--- src/verilog/rtp_defs.vh ---
`ifndef RTP_DEFS_VH
`define RTP_DEFS_VH
// register byte offsets (word aligned)
`define RTP_REG_CTRL 8'h00
`define RTP_REG_NOISE 8'h04
`define RTP_REG_CONST 8'h08
`define RTP_REG_CNT 8'h0C
`define RTP_REG_CNTCFG 8'h10
`define RTP_REG_DLY 8'h14
`define RTP_REG_DLYSEL 8'h18
`define RTP_REG_PROBE 8'h1C
`define RTP_REG_STATUS 8'h20
// ctrl bit positions
`define RTP_CTRL_TST 0
`define RTP_CTRL_BYPASS 1
`define RTP_CTRL_RATE 2
`define RTP_CTRL_CONST 4
`define RTP_CTRL_NOISE 5
// probe register fields
`define RTP_PROBE_ON 0
`define RTP_PROBE_D17 1
`define RTP_PROBE_SSEL 2
`define RTP_PROBE_DLY 5
`define RTP_PROBE_SRC 9
`define RTP_PROBE_SIG 13
`define RTP_PROBE_RATE 19
// generator seeds
`define RTP_SEED_A 23'h40_0010
`define RTP_SEED_B 23'h26_E6CE
`define RTP_SEED_C 23'h6E_A298
`define RTP_SEED_D 23'h0B_1EB7
`define RTP_DECIM_N 5'h11
`endif

--- src/verilog/rtp_probe.v ---
// What this block does
// - each test source is a 23-bit lfsr, fixed polynomial, fixed seed
// - lfsrs reload their seed only on the periodic counter pulse
// - seeds per port a..d are 400010, 26e6ce, 6ea298, 0b1eb7 hex
// - 16-bit test sample built from xor combinations of lfsr bits
// - test enable substitutes generator streams for the input streams
// - bypass ignores converter clocks, uses sample clock divided 1,2,4,8
// - constant option drives the top 16 bits of one shared 18-bit constant on all streams
// - noise enable adds generator noise masked by 16-bit level mask
// - 32-bit interval counter, 8-bit pulse width, 3-bit sync select
// - four 64-entry delay lines, free write counter, offset read pointer
// - each offset count adds one sample period of delay
// - 6-bit offsets double buffered, applied on selected sync event
// - probe enable turns ports c,d into outputs with gain pins, 36 bits
// - probe decimator divides by 17 when set, else passes all samples except during the delay wait after a selected sync
// - decimator aligned by selected sync after a 4-bit delay
// - 4-bit source select and 6-bit signal select for the probe
// - probe clock period is rate field plus one sample clocks for rate fields 1 to 31
//
// Added by the designer: the Wishbone register port and the register offsets.
`timescale 1ns/1ps
`include "rtp_defs.vh"
module rtp_probe #(
   parameter SW = 16,
   parameter DEPTH = 64
) (
   // system
   input wire clock,
   input wire reset,
   // wishbone slave
   input wire wb_cyc_i,
   input wire wb_stb_i,
   input wire wb_we_i,
   input wire [7:0] wb_adr_i,
   input wire [3:0] wb_sel_i,
   input wire [31:0] wb_dat_i,
   output reg [31:0] wb_dat_o,
   output reg wb_ack_o,
   // external syncs, converter strobes and samples
   input wire [7:0] sync_in,
   input wire [3:0] conv_strobe,
   input wire [4*SW-1:0] rx_in,
   // internal signals offered to the probe, 36 bits per source
   input wire [36*9-1:0] probe_src,
   // gain-code pins of ports c and d (low 4 of 7 bits used by the probe)
   input wire [6:0] gain_cd_in,
   output reg [6:0] gain_cd_out,
   output wire gain_cd_oe,
   // ports c and d turned around
   output reg [2*SW-1:0] rx_cd_out,
   output wire rx_cd_oe,
   // processed streams and probe clock
   output reg [4*SW-1:0] rx_out,
   output reg [3:0] rx_valid,
   output reg probe_clk,
   output wire [5:0] probe_sig_sel,
   output wire counter_pulse
);
   reg [31:0] ctrl_ff, noise_ff, const_ff, cnt_ff, cntcfg_ff;
   reg [31:0] dly_ff, dlysel_ff, probe_ff;
   reg [23:0] act_dly_ff;
   reg [31:0] ivl_ff;
   reg [7:0] pw_ff;
   reg run_ff;
   reg [2:0] div_ff;
   reg [22:0] lfsr_ff [0:3];
   reg [SW-1:0] mem [0:4*DEPTH-1];
   reg [5:0] wptr_ff;
   reg [4:0] rate_ff;
   reg [3:0] ddly_ff;
   reg [4:0] dcnt_ff;
   reg dwait_ff;
   integer i;
   integer j;
   integer k;

   // three-bit sync selection: 0 = counter pulse (no sync for the counter's own select), others external
   function sync_pick;
      input [2:0] sel;
      input [7:0] s;
      input p;
      begin
         sync_pick = (sel == 3'd0) ? p : s[sel];
      end
   endfunction

   // lfsr step, taps 23 and 18
   function [22:0] lfsr_step;
      input [22:0] v;
      begin
         lfsr_step = {v[21:0], v[22] ^ v[17]};
      end
   endfunction

   // xor mapping of state to sample
   function [15:0] lfsr_map;
      input [22:0] v;
      begin
         lfsr_map = v[15:0] ^ {v[22:16], v[22:14]};
      end
   endfunction

   function [22:0] seed;
      input [1:0] k;
      begin
         case (k)
            2'd0: seed = `RTP_SEED_A;
            2'd1: seed = `RTP_SEED_B;
            2'd2: seed = `RTP_SEED_C;
            default: seed = `RTP_SEED_D;
         endcase
      end
   endfunction

   wire tst_en = ctrl_ff[`RTP_CTRL_TST];
   wire bypass = ctrl_ff[`RTP_CTRL_BYPASS];
   wire [1:0] rate_sel = ctrl_ff[`RTP_CTRL_RATE+1:`RTP_CTRL_RATE];
   wire const_en = ctrl_ff[`RTP_CTRL_CONST];
   wire noise_en = ctrl_ff[`RTP_CTRL_NOISE];
   wire [15:0] noise_level_mask = noise_ff[15:0];
   wire probe_on = probe_ff[`RTP_PROBE_ON];
   wire probe_decim_by_seventeen = probe_ff[`RTP_PROBE_D17];
   wire [2:0] dec_ssel = probe_ff[`RTP_PROBE_SSEL+2:`RTP_PROBE_SSEL];
   wire [3:0] dec_dly = probe_ff[`RTP_PROBE_DLY+3:`RTP_PROBE_DLY];
   wire [3:0] src_sel = probe_ff[`RTP_PROBE_SRC+3:`RTP_PROBE_SRC];
   wire [4:0] prate = probe_ff[`RTP_PROBE_RATE+4:`RTP_PROBE_RATE];

   assign counter_pulse = (pw_ff != 8'h00);
   assign probe_sig_sel =
      probe_ff[`RTP_PROBE_SIG+5:`RTP_PROBE_SIG];
   assign rx_cd_oe = probe_on;
   assign gain_cd_oe = probe_on;

   // wishbone: one wait state free ack, unmapped reads zero
   wire wb_req = wb_cyc_i & wb_stb_i & ~wb_ack_o;
   wire wb_wr = wb_req & wb_we_i;

   function [31:0] wmerge;
      input [31:0] old;
      input [31:0] d;
      input [3:0] s;
      integer b;
      begin
         wmerge = old;
         for (b = 0; b < 4; b = b + 1) begin
            if (s[b]) begin
               wmerge[b*8 +: 8] = d[b*8 +: 8];
            end
         end
      end
   endfunction

   always @(posedge clock) begin
      if (reset) begin
         wb_ack_o <= 1'b0;
         wb_dat_o <= 32'h0000_0000;
         ctrl_ff <= 32'h0000_0000;
         noise_ff <= 32'h0000_0000;
         const_ff <= 32'h0000_0000;
         cnt_ff <= 32'h0000_0000;
         cntcfg_ff <= 32'h0000_0000;
         dly_ff <= 32'h0000_0000;
         dlysel_ff <= 32'h0000_0000;
         probe_ff <= 32'h0000_0000;
      end else begin
         wb_ack_o <= wb_req;
         if (wb_wr) begin
            case (wb_adr_i)
               `RTP_REG_CTRL: ctrl_ff <= wmerge(ctrl_ff, wb_dat_i, wb_sel_i);
               `RTP_REG_NOISE: noise_ff <= wmerge(noise_ff, wb_dat_i,
                  wb_sel_i);
               `RTP_REG_CONST: const_ff <= wmerge(const_ff, wb_dat_i,
                  wb_sel_i);
               `RTP_REG_CNT: cnt_ff <= wmerge(cnt_ff, wb_dat_i, wb_sel_i);
               `RTP_REG_CNTCFG: cntcfg_ff <= wmerge(cntcfg_ff, wb_dat_i,
                  wb_sel_i);
               `RTP_REG_DLY: dly_ff <= wmerge(dly_ff, wb_dat_i, wb_sel_i);
               `RTP_REG_DLYSEL: dlysel_ff <= wmerge(dlysel_ff, wb_dat_i,
                  wb_sel_i);
               `RTP_REG_PROBE: probe_ff <= wmerge(probe_ff, wb_dat_i,
                  wb_sel_i);
               default: ;
            endcase
         end
         if (wb_req) begin
            case (wb_adr_i)
               `RTP_REG_CTRL: wb_dat_o <= {26'h0, ctrl_ff[5:0]};
               `RTP_REG_NOISE: wb_dat_o <= {16'h0000, noise_ff[15:0]};
               `RTP_REG_CONST: wb_dat_o <= {14'h0, const_ff[17:0]};
               `RTP_REG_CNT: wb_dat_o <= cnt_ff;
               `RTP_REG_CNTCFG: wb_dat_o <= {21'h0, cntcfg_ff[10:0]};
               `RTP_REG_DLY: wb_dat_o <= {8'h00, dly_ff[23:0]};
               `RTP_REG_DLYSEL: wb_dat_o <= {20'h0_0000, dlysel_ff[11:0]};
               `RTP_REG_PROBE: wb_dat_o <= {8'h00, probe_ff[23:0]};
               `RTP_REG_STATUS: wb_dat_o <= {act_dly_ff, 2'b00, wptr_ff};
               default: wb_dat_o <= 32'h0000_0000;
            endcase
         end else begin
            wb_dat_o <= 32'h0000_0000;
         end
      end
   end

   // periodic counter: restarted by selected sync, pulse at interval end
   wire cnt_sync = sync_pick(cntcfg_ff[10:8], sync_in, 1'b0);
   always @(posedge clock) begin
      if (reset) begin
         ivl_ff <= 32'h0000_0000;
         pw_ff <= 8'h00;
         run_ff <= 1'b0;
      end else begin
         if (pw_ff != 8'h00) begin
            pw_ff <= pw_ff - 8'h01;
         end
         if (cnt_sync) begin
            ivl_ff <= cnt_ff;
            run_ff <= 1'b1;
         end else if (run_ff) begin
            if (ivl_ff == 32'h0000_0000) begin
               ivl_ff <= cnt_ff;
               pw_ff <= (cntcfg_ff[7:0] == 8'h00) ? 8'h01 : cntcfg_ff[7:0];
            end else begin
               ivl_ff <= ivl_ff - 32'h0000_0001;
            end
         end
      end
   end

   // sample strobes: divided sample clock under bypass, else converters
   wire [3:0] div_mask = (4'b0001 << rate_sel) - 4'b0001;
   wire div_tick = ((div_ff & div_mask[2:0]) == 3'b000);
   wire [3:0] smp = bypass ? {4{div_tick}} : conv_strobe;
   always @(posedge clock) begin
      if (reset) begin
         div_ff <= 3'b000;
      end else begin
         div_ff <= div_ff + 3'b001;
      end
   end

   wire gen_active = tst_en | noise_en;
   always @(posedge clock) begin
      if (reset) begin
         for (i = 0; i < 4; i = i + 1) begin
            lfsr_ff[i] <= seed(i[1:0]);
         end
      end else begin
         for (i = 0; i < 4; i = i + 1) begin
            if (counter_pulse) begin
               lfsr_ff[i] <= seed(i[1:0]);
            end else if (gen_active & smp[i]) begin
               lfsr_ff[i] <= lfsr_step(lfsr_ff[i]);
            end
         end
      end
   end

   // source mux, noise add, delay lines
   reg [SW-1:0] src [0:3];
   reg [15:0] gen;
   always @* begin
      for (j = 0; j < 4; j = j + 1) begin
         gen = lfsr_map(lfsr_ff[j]);
         if (const_en) begin
            src[j] = const_ff[17:18-SW];
         end else if (tst_en) begin
            src[j] = gen;
         end else if (noise_en) begin
            // noise wraps rather than saturates, same width as the sample
            src[j] = rx_in[j*SW +: SW]
               + (gen & noise_level_mask);
         end else begin
            src[j] = rx_in[j*SW +: SW];
         end
      end
   end

   wire [5:0] rd_a [0:3];
   genvar g;
   generate
      for (g = 0; g < 4; g = g + 1) begin : g_rd
         // minus one: offset 0 gives the previous write, not a full lap
         assign rd_a[g] = wptr_ff - act_dly_ff[g*6 +: 6]
            - 6'h01;
      end
   endgenerate

   always @(posedge clock) begin
      if (reset) begin
         wptr_ff <= 6'h00;
         act_dly_ff <= 24'h00_0000;
         rx_valid <= 4'h0;
         rx_out <= {4*SW{1'b0}};
      end else begin
         if (smp[0]) begin
            wptr_ff <= wptr_ff + 6'h01;
         end
         for (k = 0; k < 4; k = k + 1) begin
            if (sync_pick(dlysel_ff[k*3 +: 3], sync_in, counter_pulse)) begin
               act_dly_ff[k*6 +: 6] <= dly_ff[k*6 +: 6];
            end
            if (smp[k]) begin
               mem[k*DEPTH + wptr_ff] <= src[k];
               rx_out[k*SW +: SW] <= mem[k*DEPTH + rd_a[k]];
            end
         end
         rx_valid <= smp;
      end
   end

   // probe: clock divider, delayed decimator, output capture
   wire dsync = sync_pick(dec_ssel, sync_in, counter_pulse);
   wire ptick = (rate_ff == prate);
   wire [35:0] psel = (src_sel < 4'd9) ? probe_src[src_sel*36 +: 36]
      : 36'h0_0000_0000;
   always @(posedge clock) begin
      if (reset) begin
         rate_ff <= 5'h00;
         probe_clk <= 1'b0;
         ddly_ff <= 4'h0;
         dwait_ff <= 1'b0;
         dcnt_ff <= 5'h00;
         rx_cd_out <= {2*SW{1'b0}};
         gain_cd_out <= 7'h00;
      end else begin
         rate_ff <= ptick ? 5'h00 : rate_ff + 5'h01;
         // 6-bit sum so a rate field of 31 still gives a half-high clock
         probe_clk <= ({1'b0, rate_ff} < (({1'b0, prate} + 6'h01) >> 1))
            ? 1'b1 : 1'b0;
         if (dsync) begin
            ddly_ff <= dec_dly;
            dwait_ff <= 1'b1;
         end else if (dwait_ff & ptick) begin
            if (ddly_ff == 4'h0) begin
               dwait_ff <= 1'b0;
               dcnt_ff <= 5'h00;
            end else begin
               ddly_ff <= ddly_ff - 4'h1;
            end
         end else if (ptick) begin
            dcnt_ff <= (dcnt_ff == `RTP_DECIM_N - 5'h01) ? 5'h00
               : dcnt_ff + 5'h01;
         end
         if (probe_on & ptick & ~dwait_ff &
            (~probe_decim_by_seventeen | (dcnt_ff == 5'h00))) begin
            rx_cd_out <= psel[2*SW-1:0];
            gain_cd_out <= {3'b000, psel[35:32]};
         end
      end
   end
endmodule // rtp_probe

--- config.mk ---
export PLATFORM = sky130hd
export DESIGN_NAME = rtp_probe
export DESIGN_NICKNAME = d
export VERILOG_FILES = /design/src/verilog/rtp_probe.v
export VERILOG_INCLUDE_DIRS = /design/src /design/src/verilog
export SDC_FILE = /design/constraint.sdc
export NUM_CORES = 2
export LEC_CHECK = 0
export ABC_AREA = 0
export BUFFER_PORTS_ARGS = -buffer_cell sky130_fd_sc_hd__buf_2
export CAP_MARGIN = 10
export CELL_PAD_IN_SITES_DETAIL_PLACEMENT = 1
export CELL_PAD_IN_SITES_GLOBAL_PLACEMENT = 1
export CORE_UTILIZATION = 30
export CTS_BUF_LIST = sky130_fd_sc_hd__clkbuf_8
export CTS_CLUSTER_DIAMETER = 40
export DETAILED_ROUTE_END_ITERATION = 16
export GPL_TIMING_DRIVEN = 1
export PLACE_DENSITY_LB_ADDON = 0.1
export SLEW_MARGIN = 20
export SYNTH_ARGS = -nofsm -noshare
export SYNTH_HDL_FRONTEND = slang
export SYNTH_MEMORY_MAX_BITS = 65536
export SYNTH_SLANG_ARGS = --single-unit
--- constraint.sdc ---
create_clock -name clock -period 10.4 [get_ports clock]
set_input_delay 1.56 -clock clock [delete_from_list [all_inputs] [get_ports clock]]
set_output_delay 1.56 -clock clock [all_outputs]
set_load 0.05 [all_outputs]
Word level (Yosys, flattened, before mapping)
Memories as Yosys holds them, arrays and structs flattened. A register that Yosys moved wholly into a read port is not among the register bits.
Index checks and enable logic that the tools add are counted.

operators by class
  shift-type cells = 2
  bitwise operators = 39
  multipliers = 1
  reduce and logical (&&, ||, !) cells = 42
  order comparisons = 8
  muxes and demuxes = 105
  equal/unequal tests = 12
  $add $sub $neg = 27

operator list
  cell                   number
  $mux 23                20
  $shiftx 324x11->36     1
  $pmux 32 s9            1
  $mux 16                12
  $mux 32                3
  $add 16x16->16         4
  $and 16x16->16         4
  $xor 16x16->16         4
  $reduce_and 3->1       21
  $mux 1                 49
  $mux 8                 5
  $mux 36                1
  $add 8x6->8 const A    4
  $eq 8x5->1 const B     4
  $logic_not 32->1       1
  $sub 32x1->32 const B  1
  $lt 3x4->1 const B     6
  $sub 6x1->6 const B    4
  $sub 6x6->6            4
  $logic_not 3->1        7
  $mux 5                 4
  $bmux 1 s3             6
  $add 7x6->8 const A    2
  $eq 8x4->1 const B     2
  30 further kinds       66

word-level totals
  RAM bits = 4188
  memories = 2
  input bits = 456
  flip-flop bits (word level) = 306
  logic and storage cells = 277

memory list
  name     depth  bits a word  rd ports  clocked after memory_dff  wr ports  line            RTL
  mem      256    16           4         4                         4         rtp_probe.v:67  reg [SW-1:0] mem [0:4*DEPTH-1];
  lfsr_ff  4      23           4         0                         4         rtp_probe.v:66  reg [22:0] lfsr_ff [0:3];

Depth between registers and ports, before layout
  depth in word-level cells = 11
  mapped depth = 13
  gate-level depth less buffers = 11

Worst setup path after synthesis
OpenSTA, ideal clock, no wires.

  path kind = input -> register
  start point = input rx_in[0]
  end point = memory mem[0][8] (data pin)
  cell stages on the path = 9
  slack = 2722 ps
  arrival = 6772 ps
  library setup time = 907 ps
  path through = ha_1 > fa_1 > a21o_1 > a21oi_1 > nor2b_1 > a211oi_1 > xnor2_1 > nor2_1 > o41ai_1

RTL lines
  element             line            RTL
  start: declaration  rtp_probe.v:42  input wire [4*SW-1:0] rx_in,
  end: declaration    rtp_probe.v:67

Worst setup path after layout
  start point = register wptr_ff[0]
  end point = register rx_out[15] (read register of mem)

on the way
  word-level cells in the longest chain between the ends = 2

RTL lines
  element                   line             RTL
  start: declaration        rtp_probe.v:68   reg [5:0] wptr_ff;
  start signal: assignment  rtp_probe.v:296  wptr_ff <= wptr_ff + 6'h01;
  $sub 6x6->6               rtp_probe.v:283  assign rd_a[g] = wptr_ff - act_dly_ff[g*6 +: 6]
  $sub 6x1->6               rtp_probe.v:284  - 6'h01;
  end: declaration          rtp_probe.v:53   output reg [4*SW-1:0] rx_out,

Every way passes these cells.
A chain may end at the register's enable or synchronous reset.

==> impl_metrics.ini <==
[run_status]
outcome = completed

[placed_design]
io_buffers = 594
place.gp.congestion = 0.830
hpwl_mm = 388
postPlaceCellArea_um2 = 200000

[run]
drv_cap = 0

[cts]
cts_setup_buffers = 0
root_buffer = clkbuf_8
cts.repair.resized = 0
clock_sinks = 4558
ctsHoldBuffers = 0
numCtsBuffers = 855
clk_latency_ns = 1.34
cts_max_level = 6
clk_path_buf_depth = 4
cts_tree = done
clk_pin_slew_ns = 0.06

[floorplanning]
row_count = 287
core_area_um2 = 611000
boundaryPins = 606
die_area_um2 = 617000
fp.dieW_um = 785
die_y_um = 785
initial_utilization = 0.301

[sta]
hold_viol = 0
slew_violations = 0
slew_headroom = 0.149
tns_ns = 0
max_clock_freq_mhz = 180
grt_setup_unrepaired = false
finClkSkew_ns = 0.117
post-route-period-util = 0.535
period_needed_ns = 5.56
setup_violations = 0
tightest_slew_ns = 1.28

[yosys]
async_flop_share = 0
synth_fa_ha_area_frac = 0.00739
syn_avg_cell_area_um2 = 19.3
ys_ff_latch = 4558
muxShareOfSynthArea = 0.175
ys.flop_type = edfxtp_1
synth_cell_types = 85
synth_top_family_by_area = multiplexers
synth_xor_area_frac = 0.00731
ys_seq_area_frac = 0.723
synth-warning-count = 0
syn_area_um2 = 184000
synth_cells = 9529
yosys.area_share.simple = 0.0371
synth_compound_area_frac = 0.0368
synth-edff-count = 4188

[pwr]
vdd_drop_max_v = 0.000126
pwr-share-seq = 0.478
internal_power_mw = 31.5
leakagePower_nw = 70.4
power_density_nw_per_um2 = 196
power_frac_comb = 0.111
swShare = 0.262
clock_power_share = 0.411
netSwitchingPower_mw = 11.2

[detailed_routing]
route.vias.total = 99900
wire_per_inst_um = 31.4
vias_per_cell = 5.09
first_pass_iters = 8
drt-initial-drc-count = 6988
wirelength_mm = 618
route.detailed.drc = 0
postRouteAntennaNets = 0

[critical_path]
worstPathArrival_ns = 6.65
worstPathMaxFanout = 60
slowest_stage = fa_4
worstSetupPathType = reg -> reg
crit_chain = buf_4 > ha_4 > inv_1 > fa_4 > buf_4 > mux4_2 > mux4_2 > mux2i_1 > o211ai_1
startpoint_type = flip-flop
crit_required_ns = 11.49
max_stage_delay_ns = 1.36
crit_path_end_kind = flip-flop

[hold_path]
min_path_type = reg -> reg

[final_layout]
area_growth_pct = 18.1
nFillCells = 60600
drive_gt1_frac = 0.333
num-nets-final = 11400
layout_common_cells = edfxtp_1 (4188), mux4_2 (1267), clkbuf_8 (893)
fin_area_um2 = 218000
layout_commonest_cell = edfxtp_1

[grt]
grt_overflow_total = 0
grt_util_met2 = 0.330
antenna_found_initial = 59
grt.met3_usage = 0.0364
grt_pass1_vias = 108000
grt_max_degree = 189
use_met1 = 0.261
busiest_layer = met2
grt_pass1_wl_mm = 856
grtUsageTotal = 0.196
## state kept, by name (all words and copies together), names as in the netlist, 12 cells and up
signal / count
act_dly_ff: 24
cnt_ff: 32
const_ff: 18
dly_ff: 24
dlysel_ff: 12
ivl_ff: 32
lfsr_ff: 92
mem: 4096
noise_ff: 16
probe_ff: 24
rx_cd_out: 32
rx_out: 64
wb_dat_o: 32
## metal layers
| layer | part of all wire | vias to the layer above |
|---|---|---|
| li1 | - | 41900 |
| met1 | 0.43 | 54400 |
| met2 | 0.49 | 2687 |
| met3 | 0.050 | 867 |
| met4 | 0.027 | 14 |
| met5 | 0.00049 | - |
## power groups by stage
stage / clock [mW] / sequential [mW] / combinational [mW]
floorplan: 0 / 20.9 / 2.77
global placement: 0 / 20.8 / 4.79
detailed placement: 0 / 20.8 / 4.86
CTS: 18.1 / 20.4 / 4.87
global route: 18.8 / 20.4 / 5.05
finish: 17.5 / 20.4 / 4.75
## cell families after synthesis
group | Yosys count
AOI/OAI and AO/OA | 988
xor gates and xnor gates | 151
adders and majority gates | 104
buffers and inverters | 618
DFF | 4558
muxes | 1627
other | 1
and+or+nand+nor | 1482
## cells in the mapped netlist (7+ instances only)
cell,instances,area (um^2)
nand2b_1,18,113
clkbuf_1,365,1370
nor2b_1,128,801
nor3b_1,9,67.6
a311oi_1,7,61.3
nand3_1,50,250
a221oi_1,18,158
and3_1,21,131
mux2i_1,337,3370
nor4_1,14,87.6
a31oi_1,22,138
and2_1,134,838
ha_1,96,1200
a21oi_1,201,1010
nor3_1,43,215
o211ai_1,37,278
buf_1,100,375
dfxtp_1,370,7410
a22oi_1,111,833
o21bai_1,7,52.6
o41ai_1,8,70.1
mux2_2,19,214
fa_1,8,160
edfxtp_1,4188,126000
or3_1,46,288
inv_1,65,244
a21o_1,26,195
o221ai_1,18,158
a211oi_1,131,983
or4_1,7,52.6
o21a_1,11,82.6
o2111ai_1,50,438
nor2_1,585,2200
a211o_1,98,858
o21ai_0,179,896
mux4_2,1267,28500
xnor2_1,53,464
nand2_1,391,1470
buf_4,11,82.6
nand4_1,9,56.3
buf_2,74,370
xor2_1,95,832
## worst max-delay path: cells and delay by family, from the launching register on
kind | cells | cell delay [ns]
flops | 1 | 0.52
mux | 3 | 1.73
compound gates | 1 | 0.14
fa+ha+maj | 2 | 1.54
buf+inv | 3 | 1.31
## cell type report
class,instances,area [um^2],share of cell area
repair buffers,975,6150,0.0283
clock buffers,893,12300,0.0565
inverters,68,255,0.00117
diodes,28,70.1,0.000322
multi-input cells,4355,50500,0.232
flip-flops and latches,4558,133000,0.612
well taps,8092,10100,0.0465
clock inverters,672,4970,0.0228
## path summary, 6_finish.rpt
check	cells after the start	from	slack, ns	to
worst max-delay path	9	wptr_ff[0]	4.84	rx_out[15]
worst min register to register	1	div_ff[0]	0.46	div_ff[0]
worst max register to register	9	wptr_ff[0]	4.84	rx_out[15]
worst min-delay path	1	div_ff[0]	0.46	div_ff[0]
## metrics by stage
step	std cells	power (mW)	hold WS, ns	setup slack (ns)	util
after floorplan	9531	23.7	0.427	2.72	-
after global placement	18000	25.5	0.435	4.84	0.327
after detailed placement	18000	25.6	0.449	4.81	0.327
after CTS	19600	43.3	0.332	4.74	0.356
after global routing	19600	44.2	0.429	4.74	0.356
final	19600	42.7	0.463	4.84	0.356
(Power assumes the default switching activity.)
